## src/shared/wcc_map.svh

```systemverilog
/*
  register offsets, field positions and reset values of the wide counter control block.
  assumes inclusion by name from shared/; definitions only.
*/
`ifndef WCC_MAP_SVH
`define WCC_MAP_SVH
`define WCC_OFS_CTRL 12'h000
`define WCC_OFS_DUAL 12'h004
`define WCC_OFS_MODE 12'h008
`define WCC_OFS_STAT 12'h00C
`define WCC_OFS_MASK 12'h010
`define WCC_OFS_CNT 12'h014
`define WCC_OFS_RELOAD 12'h018
`define WCC_OFS_CAPT 12'h01C
`define WCC_BIT_RUN 7
`define WCC_BIT_TERM 6
`define WCC_BIT_TOUT 5
`define WCC_BIT_PRE_HI 4
`define WCC_BIT_PRE_LO 3
`define WCC_BIT_CAPIE 2
`define WCC_BIT_TOIE 1
`define WCC_BIT_PINSEL 0
`define WCC_BIT_DUAL_RUN 7
`define WCC_BIT_MODE_DEMOD 7
`define WCC_BIT_EV_TOUT 0
`define WCC_BIT_EV_CAPT 1
`define WCC_RST_CTRL 8'h00
`define WCC_RST_DUAL 8'h00
`define WCC_RST_MODE 8'h00
`define WCC_RST_RELOAD 16'hFFFF
`define WCC_PRE_DIV1 3'h0
`define WCC_PRE_DIV2 3'h1
`define WCC_PRE_DIV4 3'h3
`define WCC_PRE_MAX 3'h7
`endif

```

## src/shared/wcc_pkg.sv

```systemverilog
/*
  types of the wide counter control block.
  assumes wcc_map.svh defines the constants.
*/
package wcc_pkg;
  typedef struct packed {
    logic run;
    logic term_halt;
    logic tout;
    logic [1:0] prescale;
    logic cap_ie;
    logic tout_ie;
    logic pin_sel;
  } wcc_ctrl_s;
  typedef struct packed {
    logic psel;
    logic penable;
    logic pwrite;
    logic [11:0] paddr;
    logic [31:0] pwdata;
  } wcc_apb_req_s;
  typedef enum logic [1:0] {
    WCC_ST_IDLE = 2'b00,
    WCC_ST_COUNT = 2'b01,
    WCC_ST_HALT = 2'b10
  } wcc_state_e;
endpackage : wcc_pkg

```

## src/hw/wcc_prescaler.sv

```systemverilog
/*
  divider producing a count tick every 1, 2, 4 or 8 clocks.
  assumes a single pclk domain.
*/
`timescale 1ns/1ps
`include "wcc_map.svh"
module wcc_prescaler (
  input wire logic pclk, // system clock
  input wire logic presetn, // async reset, low
  input wire logic run, // divider enable
  input wire logic [1:0] sel, // divide select
  output logic tick // one-cycle count tick
);
  logic [2:0] div_q;
  logic [2:0] div_d;
  logic [2:0] lim;
  always_comb begin
    case (sel)
      2'b00: lim = `WCC_PRE_DIV1;
      2'b01: lim = `WCC_PRE_DIV2;
      2'b10: lim = `WCC_PRE_DIV4;
      default: lim = `WCC_PRE_MAX;
    endcase
    div_d = 3'h0;
    if (run && div_q < lim) begin
      div_d = div_q + 3'h1;
    end
    tick = run && (div_q >= lim);
  end
  always_ff @(posedge pclk or negedge presetn) begin
    if (!presetn) begin
      div_q <= 3'h0;
    end else begin
      div_q <= div_d;
    end
  end
endmodule : wcc_prescaler

```

## src/hw/wcc_top.sv

```systemverilog
/*
  wide counter control register, 16-bit down counter, capture and interrupts over APB.
  assumes an APB master on pclk; capture edge pin asynchronous; stop recovery is a pulse.
*/
// Implementation choices: the register offsets and the APB slave port.
`timescale 1ns/1ps
`include "wcc_map.svh"
// What this block does
// - counter runs while own enable or duplicate enable is set
// - transmit mode: terminal bit 0 reloads, 1 halts at terminal count
// - demodulation: bit 0 captures on all edges, 1 on first edge only
// - terminal count sets the sticky time-out flag
// - writing one clears the time-out flag, zero leaves it
// - clock select divides counter clock by 1, 2, 4 or 8
// - clock select survives stop-mode recovery
// - capture interrupt enable gates capture interrupt requests
// - capture interrupt enable survives stop-mode recovery
// - time-out interrupt enable gates time-out interrupt requests
// - bit 0 routes counter output or port data to the pin
// - mode register bit 7 chooses transmit (0) or demodulation
module wcc_top (
  input wire logic pclk, // system clock 40 MHz
  input wire logic presetn, // async reset, low
  input wire logic stop_recover, // stop-mode recovery pulse
  input wire logic psel, // apb select
  input wire logic penable, // apb enable
  input wire logic pwrite, // apb direction
  input wire logic [11:0] paddr, // apb byte address
  input wire logic [31:0] pwdata, // apb write data
  output logic [31:0] prdata, // apb read data
  output logic pready, // apb ready
  output logic pslverr, // apb error
  input wire logic edge_in, // demodulation input pin
  input wire logic port_data, // ordinary port output value
  output logic port3_pin5, // pin output
  output logic irq // level interrupt
);
  import wcc_pkg::*;
  wcc_apb_req_s req;
  wcc_ctrl_s ctrl_q, ctrl_d;
  logic [7:0] dual_q, dual_d, mode_q, mode_d;
  logic [1:0] stat_q, stat_d, mask_q, mask_d;
  logic [15:0] cnt_q, cnt_d, reload_q, reload_d, capt_q, capt_d;
  logic out_q, out_d, first_q, first_d;
  logic [2:0] sync_q;
  logic [31:0] rdata_q, rdata_d;
  wcc_state_e st_q, st_d;
  logic wr, rd, tick, run, demod, tc, edge_ev, capt_ev, tout_ev;

  function automatic logic hit(input logic [11:0] a, input logic [11:0] o);
    hit = (a == o);
  endfunction : hit

  assign req = '{psel, penable, pwrite, paddr, pwdata};
  assign wr = req.psel && req.penable && req.pwrite;
  assign rd = req.psel && !req.penable && !req.pwrite;
  assign pready = 1'b1;
  assign prdata = rdata_q;
  assign pslverr = req.psel && req.penable && !(hit(req.paddr, `WCC_OFS_CTRL)
    || hit(req.paddr, `WCC_OFS_DUAL) || hit(req.paddr, `WCC_OFS_MODE)
    || hit(req.paddr, `WCC_OFS_STAT) || hit(req.paddr, `WCC_OFS_MASK)
    || hit(req.paddr, `WCC_OFS_CNT) || hit(req.paddr, `WCC_OFS_RELOAD)
    || hit(req.paddr, `WCC_OFS_CAPT));

  assign run = ctrl_q.run || dual_q[`WCC_BIT_DUAL_RUN];
  assign demod = mode_q[`WCC_BIT_MODE_DEMOD];
  assign edge_ev = sync_q[2] != sync_q[1];

  wcc_prescaler u_pre (
    .pclk(pclk),
    .presetn(presetn),
    .run(run),
    .sel(ctrl_q.prescale),
    .tick(tick)
  );

  // counter state machine
  always_comb begin
    st_d = st_q;
    cnt_d = cnt_q;
    capt_d = capt_q;
    out_d = out_q;
    first_d = first_q;
    tc = 1'b0;
    capt_ev = 1'b0;
    case (st_q)
      WCC_ST_IDLE: begin
        if (run) begin
          st_d = WCC_ST_COUNT;
          cnt_d = reload_q;
          first_d = 1'b1;
        end
      end
      WCC_ST_COUNT: begin
        if (!run) begin
          st_d = WCC_ST_IDLE;
        end else if (demod && edge_ev && (first_q || !ctrl_q.term_halt)) begin
          capt_d = reload_q - cnt_q;
          cnt_d = reload_q;
          capt_ev = 1'b1;
          first_d = 1'b0;
        end else if (tick) begin
          if (cnt_q == 16'h0000) begin
            tc = 1'b1;
            out_d = !out_q;
            if (!demod && ctrl_q.term_halt) begin
              st_d = WCC_ST_HALT;
            end else begin
              cnt_d = reload_q;
            end
          end else begin
            cnt_d = cnt_q - 16'h0001;
          end
        end
      end
      WCC_ST_HALT: begin
        if (!run) begin
          st_d = WCC_ST_IDLE;
        end
      end
      default: st_d = WCC_ST_IDLE;
    endcase
  end

  always_ff @(posedge pclk or negedge presetn) begin
    if (!presetn) begin
      st_q <= WCC_ST_IDLE;
      cnt_q <= 16'h0000;
      capt_q <= 16'h0000;
      out_q <= 1'b0;
      first_q <= 1'b0;
      sync_q <= 3'h0;
    end else begin
      st_q <= st_d;
      cnt_q <= cnt_d;
      capt_q <= capt_d;
      out_q <= out_d;
      first_q <= first_d;
      sync_q <= {sync_q[1:0], edge_in};
    end
  end

  assign tout_ev = tc;

  // register file next values
  always_comb begin
    ctrl_d = ctrl_q;
    dual_d = dual_q;
    mode_d = mode_q;
    mask_d = mask_q;
    reload_d = reload_q;
    stat_d = stat_q;
    rdata_d = rdata_q;
    if (stop_recover) begin
      ctrl_d = '0;
      ctrl_d.prescale = ctrl_q.prescale;
      ctrl_d.cap_ie = ctrl_q.cap_ie;
      ctrl_d.tout = ctrl_q.tout;
    end
    if (wr && hit(req.paddr, `WCC_OFS_CTRL)) begin
      ctrl_d = req.pwdata[7:0];
      ctrl_d.tout = ctrl_q.tout && !req.pwdata[`WCC_BIT_TOUT];
    end
    if (wr && hit(req.paddr, `WCC_OFS_DUAL)) begin
      dual_d = req.pwdata[7:0];
    end
    if (wr && hit(req.paddr, `WCC_OFS_MODE)) begin
      mode_d = req.pwdata[7:0];
    end
    if (wr && hit(req.paddr, `WCC_OFS_MASK)) begin
      mask_d = req.pwdata[1:0];
    end
    if (wr && hit(req.paddr, `WCC_OFS_RELOAD)) begin
      reload_d = req.pwdata[15:0];
    end
    if (wr && hit(req.paddr, `WCC_OFS_STAT)) begin
      stat_d = stat_q & ~req.pwdata[1:0];
    end
    if (tout_ev) begin
      ctrl_d.tout = 1'b1;
      stat_d[`WCC_BIT_EV_TOUT] = 1'b1;
    end
    if (capt_ev) begin
      stat_d[`WCC_BIT_EV_CAPT] = 1'b1;
    end
    if (rd) begin
      case (req.paddr)
        `WCC_OFS_CTRL: rdata_d = {24'h000000, ctrl_q};
        `WCC_OFS_DUAL: rdata_d = {24'h000000, dual_q};
        `WCC_OFS_MODE: rdata_d = {24'h000000, mode_q};
        `WCC_OFS_STAT: rdata_d = {30'h00000000, stat_q};
        `WCC_OFS_MASK: rdata_d = {30'h00000000, mask_q};
        `WCC_OFS_CNT: rdata_d = {16'h0000, cnt_q};
        `WCC_OFS_RELOAD: rdata_d = {16'h0000, reload_q};
        `WCC_OFS_CAPT: rdata_d = {16'h0000, capt_q};
        default: rdata_d = 32'h00000000;
      endcase
    end
  end

  always_ff @(posedge pclk or negedge presetn) begin
    if (!presetn) begin
      ctrl_q <= `WCC_RST_CTRL;
      dual_q <= `WCC_RST_DUAL;
      mode_q <= `WCC_RST_MODE;
      mask_q <= 2'h0;
      stat_q <= 2'h0;
      reload_q <= `WCC_RST_RELOAD;
      rdata_q <= 32'h00000000;
    end else begin
      ctrl_q <= ctrl_d;
      dual_q <= dual_d;
      mode_q <= mode_d;
      mask_q <= mask_d;
      stat_q <= stat_d;
      reload_q <= reload_d;
      rdata_q <= rdata_d;
    end
  end

  // interrupt gates on both the enable bits and the mask register
  assign irq = |(stat_q & mask_q & {ctrl_q.cap_ie, ctrl_q.tout_ie});
  assign port3_pin5 = ctrl_q.pin_sel ? out_q : port_data;

  a_run_either: assert property (@(posedge pclk) disable iff (!presetn)
    (st_q == WCC_ST_IDLE && (ctrl_q.run || dual_q[7])) |=> st_q == WCC_ST_COUNT)
    else $error("counter did not start on an enable");
  a_halt_term: assert property (@(posedge pclk) disable iff (!presetn)
    (tc && !demod && ctrl_q.term_halt) |=> st_q == WCC_ST_HALT)
    else $error("counter did not halt at terminal count");
  a_reload_term: assert property (@(posedge pclk) disable iff (!presetn)
    (tc && !ctrl_q.term_halt && st_d == WCC_ST_COUNT) |=> cnt_q == $past(reload_q))
    else $error("counter did not reload at terminal count");
  a_first_only: assert property (@(posedge pclk) disable iff (!presetn)
    (st_q == WCC_ST_COUNT && demod && ctrl_q.term_halt && !first_q) |-> !capt_ev)
    else $error("capture after first edge in single mode");
  a_tout_set: assert property (@(posedge pclk) disable iff (!presetn)
    tc |=> ctrl_q.tout && stat_q[0])
    else $error("time-out flag not set");
  a_tout_clear: assert property (@(posedge pclk) disable iff (!presetn)
    (wr && paddr == 12'h000 && pwdata[5] && !tc) |=> !ctrl_q.tout)
    else $error("time-out flag not cleared by one");
  a_tout_keep: assert property (@(posedge pclk) disable iff (!presetn)
    (ctrl_q.tout && !(wr && paddr == 12'h000 && pwdata[5])) |=> ctrl_q.tout)
    else $error("time-out flag lost");
  a_pre_keep: assert property (@(posedge pclk) disable iff (!presetn)
    (stop_recover && !wr) |=> ctrl_q.prescale == $past(ctrl_q.prescale)
      && ctrl_q.cap_ie == $past(ctrl_q.cap_ie))
    else $error("stop recovery changed kept fields");
  a_irq_gate: assert property (@(posedge pclk) disable iff (!presetn)
    (!ctrl_q.tout_ie && !ctrl_q.cap_ie) |-> !irq)
    else $error("interrupt with both enables clear");
  a_pin_route: assert property (@(posedge pclk) disable iff (!presetn)
    port3_pin5 == (ctrl_q.pin_sel ? out_q : port_data))
    else $error("pin routing wrong");
endmodule : wcc_top

```

## config.mk

```make
export PLATFORM = sky130hd
export DESIGN_NAME = wcc_top
export DESIGN_NICKNAME = d
export VERILOG_FILES = /design/src/shared/wcc_pkg.sv /design/src/hw/wcc_prescaler.sv /design/src/hw/wcc_top.sv
export VERILOG_INCLUDE_DIRS = /design/src /design/src/shared
export SDC_FILE = /design/constraint.sdc
export NUM_CORES = 1
export LEC_CHECK = 0
export BUFFER_PORTS_ARGS = -buffer_cell sky130_fd_sc_hd__buf_2
export CORE_ASPECT_RATIO = 1.4
export CORE_MARGIN = 2
export CORE_UTILIZATION = 62
export DETAILED_ROUTE_END_ITERATION = 12
export GPL_TIMING_DRIVEN = 0
export PLACE_DENSITY = 0.87
export SYNTH_ARGS = -nofsm -noshare
export SYNTH_HDL_FRONTEND = slang
export SYNTH_HIERARCHICAL = 1
export SYNTH_SLANG_ARGS = --single-unit
```

## constraint.sdc

```tcl
create_clock -name pclk -period 7.89 [get_ports pclk]
set_clock_uncertainty 0.1 [all_clocks]
set_input_delay 0.789 -clock pclk [delete_from_list [all_inputs] [get_ports pclk]]
set_output_delay 0.789 -clock pclk [all_outputs]
set_load 0.01 [all_outputs]
```

### After elaboration in Yosys (flattened, before gate mapping)

Cells that the tools add are included.

| operators by class | value |
|---|---|
| $mul | 0 |
| shift operators | 0 |
| bitwise logic cells | 5 |
| div/mod/pow operators | 0 |
| multiplexer cells | 37 |
| reduce and logical (&&, ||, !) cells | 48 |
| equality and inequality tests | 22 |
| order comparisons | 2 |
| add/subtract/negate cells | 3 |

Operators with widths:

| cell | number |
|---|---|
| $pmux W16 S8 | 1 |
| $mux W16 | 6 |
| $eq A12 B5 Y1 const B | 4 |
| $pmux W16 S2 | 1 |
| $eq A12 B4 Y1 const B | 2 |
| $logic_and A1 B1 Y1 | 17 |
| $logic_not A16 Y1 | 1 |
| $mux W2 | 8 |
| $mux W8 | 2 |
| $sub A16 B1 Y16 const B | 1 |
| $sub A16 B16 Y16 | 1 |
| $mux W1 | 15 |
| $ne A3 B3 Y1 const B | 5 |
| $eq A12 B3 Y1 const B | 1 |
| $logic_not A12 Y1 | 1 |
| $reduce_and A5 Y1 | 2 |
| $reduce_bool A2 Y1 | 5 |
| $logic_or A1 B1 Y1 | 9 |
| $pmux W3 S3 | 1 |
| $logic_not A1 Y1 | 7 |
| $and A2 B2 Y2 | 3 |
| $pmux W2 S3 | 1 |
| $reduce_and A6 Y1 | 1 |
| $eq A2 B1 Y1 const B | 2 |
| other kinds (16) | 20 |

| word-level totals | value |
|---|---|
| memories | 0 |
| word-level logic and storage cells | 138 |
| ROM bits | 0 |
| flip-flop bits (word level) | 118 |
| memory bits (writable) | 0 |
| output and inout port bits | 36 |
| latch bits | 0 |
| input bits | 52 |

### Logic depth before layout (Yosys ltp)

| logic depth | value |
|---|---|
| depth in word-level cells | 10 |
| gate-level depth with buffers | 11 |
| mapped depth without buffers | 10 |

### Cells and area by module

Netlist, hierarchy kept.

By module, submodules not included:

| module | seq. area each (µm²) | cells an instance | area each (µm²) | instances |
|---|---|---|---|---|
| wcc_top | 2,497.4 | 594 | 5,669.2 | 1 |
| wcc_prescaler | 75.1 | 25 | 215.2 | 1 |

### Worst setup path before layout

OpenSTA, ideal clock, no wires.

| path | value |
|---|---|
| path kind | input -> output |
| start point | input port paddr[1] |
| end point | output port pslverr |
| stages | 4 |
| data required time | 7.001 ns |
| arrival time | 1.979 ns |
| path buffers | 0 |
| slack | 5.022 ns |
| cell sequence | or4_1 -> nor2_1 -> nand2_1 -> and3_1 |

| on the way | value |
|---|---|
| word-level cells in the longest chain between the ends | 10 |
| elaborated cells between the ends (all ways) | 17 |
| classes of those cells | eq/ne: 7; reduce/logical: 10 |

RTL lines:

| item | RTL line | source |
|---|---|---|
| from (decl) | wcc_top.sv:28 | `input wire logic [11:0] paddr,` |
| $eq A12 B3 Y1 or $logic_not A12 Y1 (tied branches) | wcc_top.sv:51 | `hit = (a == o);` |
| $logic_or A1 B1 Y1 (6 in series) | wcc_top.sv:59 | `` assign pslverr = req.psel && req.penable && !(hit(req.paddr, `WCC_OFS_CTRL) `` |
| $logic_or A1 B1 Y1 (*) | wcc_top.sv:59 |  |
| $logic_not A1 Y1 (*) | wcc_top.sv:59 |  |
| $logic_and A1 B1 Y1 (*) | wcc_top.sv:59 |  |
| to (decl) | wcc_top.sv:32 | `output logic pslverr,` |

Mark *: on every way between the ends. The rest lies on a longest branch, timed or not.

### Final worst setup path

| path | value |
|---|---|
| start point | input port paddr[11] |
| end point | output port pslverr |

Same word-level chain as after synthesis.

==> summary.md <==
| Metric | Value |
|---|---|
| Via Count | between 5k and 6k |
| Area post-placement | 0.006364 mm² |
| # DRC | 0 |
| Clock share of power | 0.411 |
| CTS root buffer | clkbuf_16 |
| Seq pwr share | 0.503 |
| Site row count | 42 |
| WL/cell | a little over 20 µm |
| Initial antenna violation count | 0 |
| Setup slack, reg-to-reg | between 4000 and 5000 ps |
| Slew @ Worst Pin | 978.0 ps |
| HP Start | sync_q[0] |
| First-pass GRT wire length | roughly 26000 µm |
| CP Buf/Inv Count | 2 |
| Design Power | about 1.1 mW |
| DP Wirelength | between 10000 and 15000 µm |
| Critical path's most frequent cell | buf_2 |
| Die X-Extent | 86.34 µm |
| GRT overflow | 0 |
| DRT Wirelength | approximately 17000 µm |
| Yosys reg bits | a little over 100 |
| CP Cell Sequence | buf_2 > nor4_1 > nand2_1 > and3_1 > buf_2 |
| Non-Filler Instances | approximately 800 |
| H-tree depth | 3 |
| Post-Synthesis Cells | 619 |
| CTS Buffer Depth | 2 |
| Worst R2R Start | cnt_q[1] |
| Clk slew on worst S/H paths | ~70 ps |
| Reg2Reg Depth | 9 |
| Category of the most critical setup path | in -> out |
| Register area | between 0.002 and 0.003 mm² |
| Layout cell share with drive strength beyond 1 | 0.2365 |
| Nets | 771 |
| Area grow syn2layout | 13.01% |
| Net Sw Frac | 0.2465 |
| Worst EP arrival | between 2000 and 3000 ps |
| Logic pwr share | 0.086 |
| Initial Utilization | 0.6291 |
| Post-cts resize count | 0 |
| Family with the most delay on the worst path | simple AND/OR/NAND/NOR gates |
| Full die area | a little over 0.01 mm² |
| Hold slack | 259.3 ps |
| Tot GR Track Use | 0.3286 |
| Post-Syn Area per Cell | approximately 9.5 µm² |
| RSZ-0062 raised after global routing | no |
| Final weighted congestion in routability-driven placement | slightly below 1 |
| Largest net degree at the start of global routing | 63 |
| Yosys warnings | 6 |
| CTS Hold Buffers Added | 0 |
| Multi-input gate area | roughly 0.003 mm² |
| Worst EP required | 7000 ps |
| Drt initial violations | approximately 500 |
| Internal | between 700 and 800 µW |
| Hold crit path type | reg -> reg |
| CP Max Fanout | 7 |
| Cell area after layout | ~0.0067 mm² |
| Relative slew slack | 0.3420 |
| Vias per cell | 6.417 |
| Hold Fails Final Rpt | 0 |
| Vias in the first global route | a little over 5k |
| Switching pwr | around 260 µW |
| Leakage Power | 3.136 nW |
| Crit start category | primary input |
| Clock Latency Late Sink | roughly 350 ps |
| CP endpoint kind | primary output |
| TritonRoute pass-1 iters | 5 |
| Final worst path period need | 3465 ps |
| EDFF count, synth | 0 |
| Core area | between 0.009 and 0.01 mm² |
| Remaining antenna violation count after routing | 0 |
| Outcome | finished clean |
| Ports | just under 90 |
| Synth async-reset ratio | 1.000 |
| Tcrit/Tclk final | 0.4392 |
| Critical path's largest stage delay | 830 ps |
| Die H | about 120 µm |
| IO Port Bufs | a little over 50 |
| PwrDens | between 150 and 200 mW/mm² |
| Worst hold endpoint | sync_q[1] |
| Max rail drop VDD | roughly 130 µV |
| Max-capacitance violation count | 0 |
| Final worst slack | ~4400 ps |
| Antenna diodes | 0 |
| Worst hold path depth | 0 |
| Fmax | between 0.2 and 0.3 GHz |
| Worst path slowest cell | nor4_1 |
| Final Util | 0.7109 |
| Worst slack, placed | about 4400 ps |
| Sequential share of the synthesized area | 0.4372 |
| Synth unique cells | 67 |
| CTS tree | built |
| Setup TNS | 0 ps |
| Reg-to-Reg End | cnt_q[14] |
| DP Cell Count | between 700 and 800 |
| Main flop type after synthesis | dfrtp_1 |
| Total CTS buffers | 9 |
| Fillers | ~740 |
| Postcts setup bufs | 0 |
| Clock sink count | approximately 100 |
| Final setup fails | 0 |
| Max-slew violations | 0 |
| Synth Cell Area | a little under 0.006 mm² |
-- worst max-delay path by stage --
stage | start | end | slack [ps] | cells after the start
after floorplan | paddr[1] | pslverr | 5020 | 4
after global placement | paddr[11] | pslverr | 4400 | 5
after detailed placement | paddr[11] | pslverr | 4420 | 5
after CTS | paddr[11] | pslverr | 4420 | 5
after global routing | paddr[11] | pslverr | 4230 | 5
final | paddr[11] | pslverr | 4420 | 5
-- final cells by class --
| class | instances | area share |
|---|---|---|
| Multi-Input combinational cell | 462 | 0.4531 |
| Sequential cell | 102 | 0.3868 |
| Timing Repair Buffer | 52 | 0.04290 |
| Buffer | 44 | 0.03876 |
| Clock buffer | 12 | 0.03857 |
| Tap cell | 110 | 0.02070 |
| Inverter | 26 | 0.01468 |
| Clock inverter | 4 | 0.004516 |
-- worst reg2reg max path: cells and delay by family, from the launching register on --
family          cells  cell delay [ps]
compound gates      2              240
fa+ha+maj           1              220
buf+inv             1              190
flops               1              480
simple gates        5             1610
-- cells by family (layout without fill, tap and decap cells) --
logic type | count (synthesis) | count (layout) | share of synthesized area
AND/OR/NAND/NOR | 198 | 198 | 0.1629
AO/OA/AOI/OAI | 160 | 160 | 0.1754
adder cells (fa/ha/maj) | 22 | 22 | 0.04805
XOR/XNOR | 16 | 16 | 0.02382
multiplexers | 49 | 49 | 0.09101
other | 2 | 17 | 0.001276
buffers and inverters | 70 | 138 | 0.06039
flip-flops | 102 | 102 | 0.4372
-- synth_stat cells (3+ instances only) --
library cell  count  share of area
nand2_1          80          0.051
nand4_1           3         0.0032
or2_2             6         0.0064
clkbuf_1         16          0.010
xor2_1            8          0.012
and3_1           10          0.011
o31ai_1           4         0.0051
o21ai_1           3         0.0026
o21a_1            4         0.0051
mux2_2           36          0.069
or3_1             4         0.0043
dfrtp_1          86           0.37
o21ai_0          67          0.057
a22oi_1           4         0.0051
ha_1             21          0.045
nand2b_1          8         0.0085
nand3b_1          4         0.0051
mux2i_1          13          0.022
a22o_1            3         0.0045
inv_1            26          0.017
nor3_1           20          0.017
nand3_1          16          0.014
xnor2_1           8          0.012
buf_2             5         0.0043
dfstp_2          16          0.071
buf_4            19          0.024
a21oi_1          30          0.026
nor4_1            6         0.0064
nor2b_1           4         0.0043
a222oi_1          9          0.015
nor2_1           25          0.016
a221oi_1          5         0.0074
a31oi_1           5         0.0053
-- cell usage in the layout (no fill, tap or decap), types with 3 or more instances in the layout --
| cell type | instances |
|---|---|
| a221oi_1 | 5 |
| nand2_1 | 80 |
| a22o_1 | 3 |
| nand2b_1 | 8 |
| dfrtp_1 | 86 |
| nand3b_1 | 4 |
| and3_1 | 10 |
| nand3_1 | 16 |
| buf_2 | 55 |
| mux2_2 | 36 |
| nor4_1 | 6 |
| xnor2_1 | 8 |
| clkbuf_16 | 9 |
| nor2b_1 | 4 |
| clkbuf_1 | 17 |
| a21oi_1 | 30 |
| o31ai_1 | 4 |
| o21a_1 | 4 |
| mux2i_1 | 13 |
| a222oi_1 | 9 |
| or2_2 | 6 |
| dfstp_2 | 16 |
| o21ai_1 | 3 |
| inv_1 | 26 |
| or3_1 | 4 |
| conb_1 | 17 |
| a31oi_1 | 5 |
| a22oi_1 | 4 |
| nor3_1 | 20 |
| ha_1 | 21 |
| xor2_1 | 8 |
| nand4_1 | 3 |
| buf_4 | 20 |
| nor2_1 | 25 |
| o21ai_0 | 67 |
-- registers in the layout (all words and copies together), names as in the netlist --
register,count
sync_q,3
ctrl_q,8
prdata,16
u_pre/div_q,3
capt_q,16
reload_q,16
cnt_q,16
st_q,2
mask_q,2
stat_q,2
mode_q,8
dual_q,8
first_q,1
out_q,1
-- layer usage --
layer	GRT usage	wire length, µm	vias up
li1	-	-	2357
met1	0.3950	6170	2490
met2	0.5433	8300	282
met3	0.05267	968	82
met4	0.2012	1124	0
met5	0	0	-
-- power groups by stage --
stage	registers (mW)	clock network, mW	logic, mW
3_5_place_dp	0.539	0	0.0893
6_report	0.530	0.433	0.0908
5_1_grt	0.530	0.454	0.100
3_3_place_gp	0.539	0	0.0854
4_1_cts	0.529	0.433	0.0898
2_1_floorplan	0.538	0	0.0548
(Power assumes the default switching activity.)
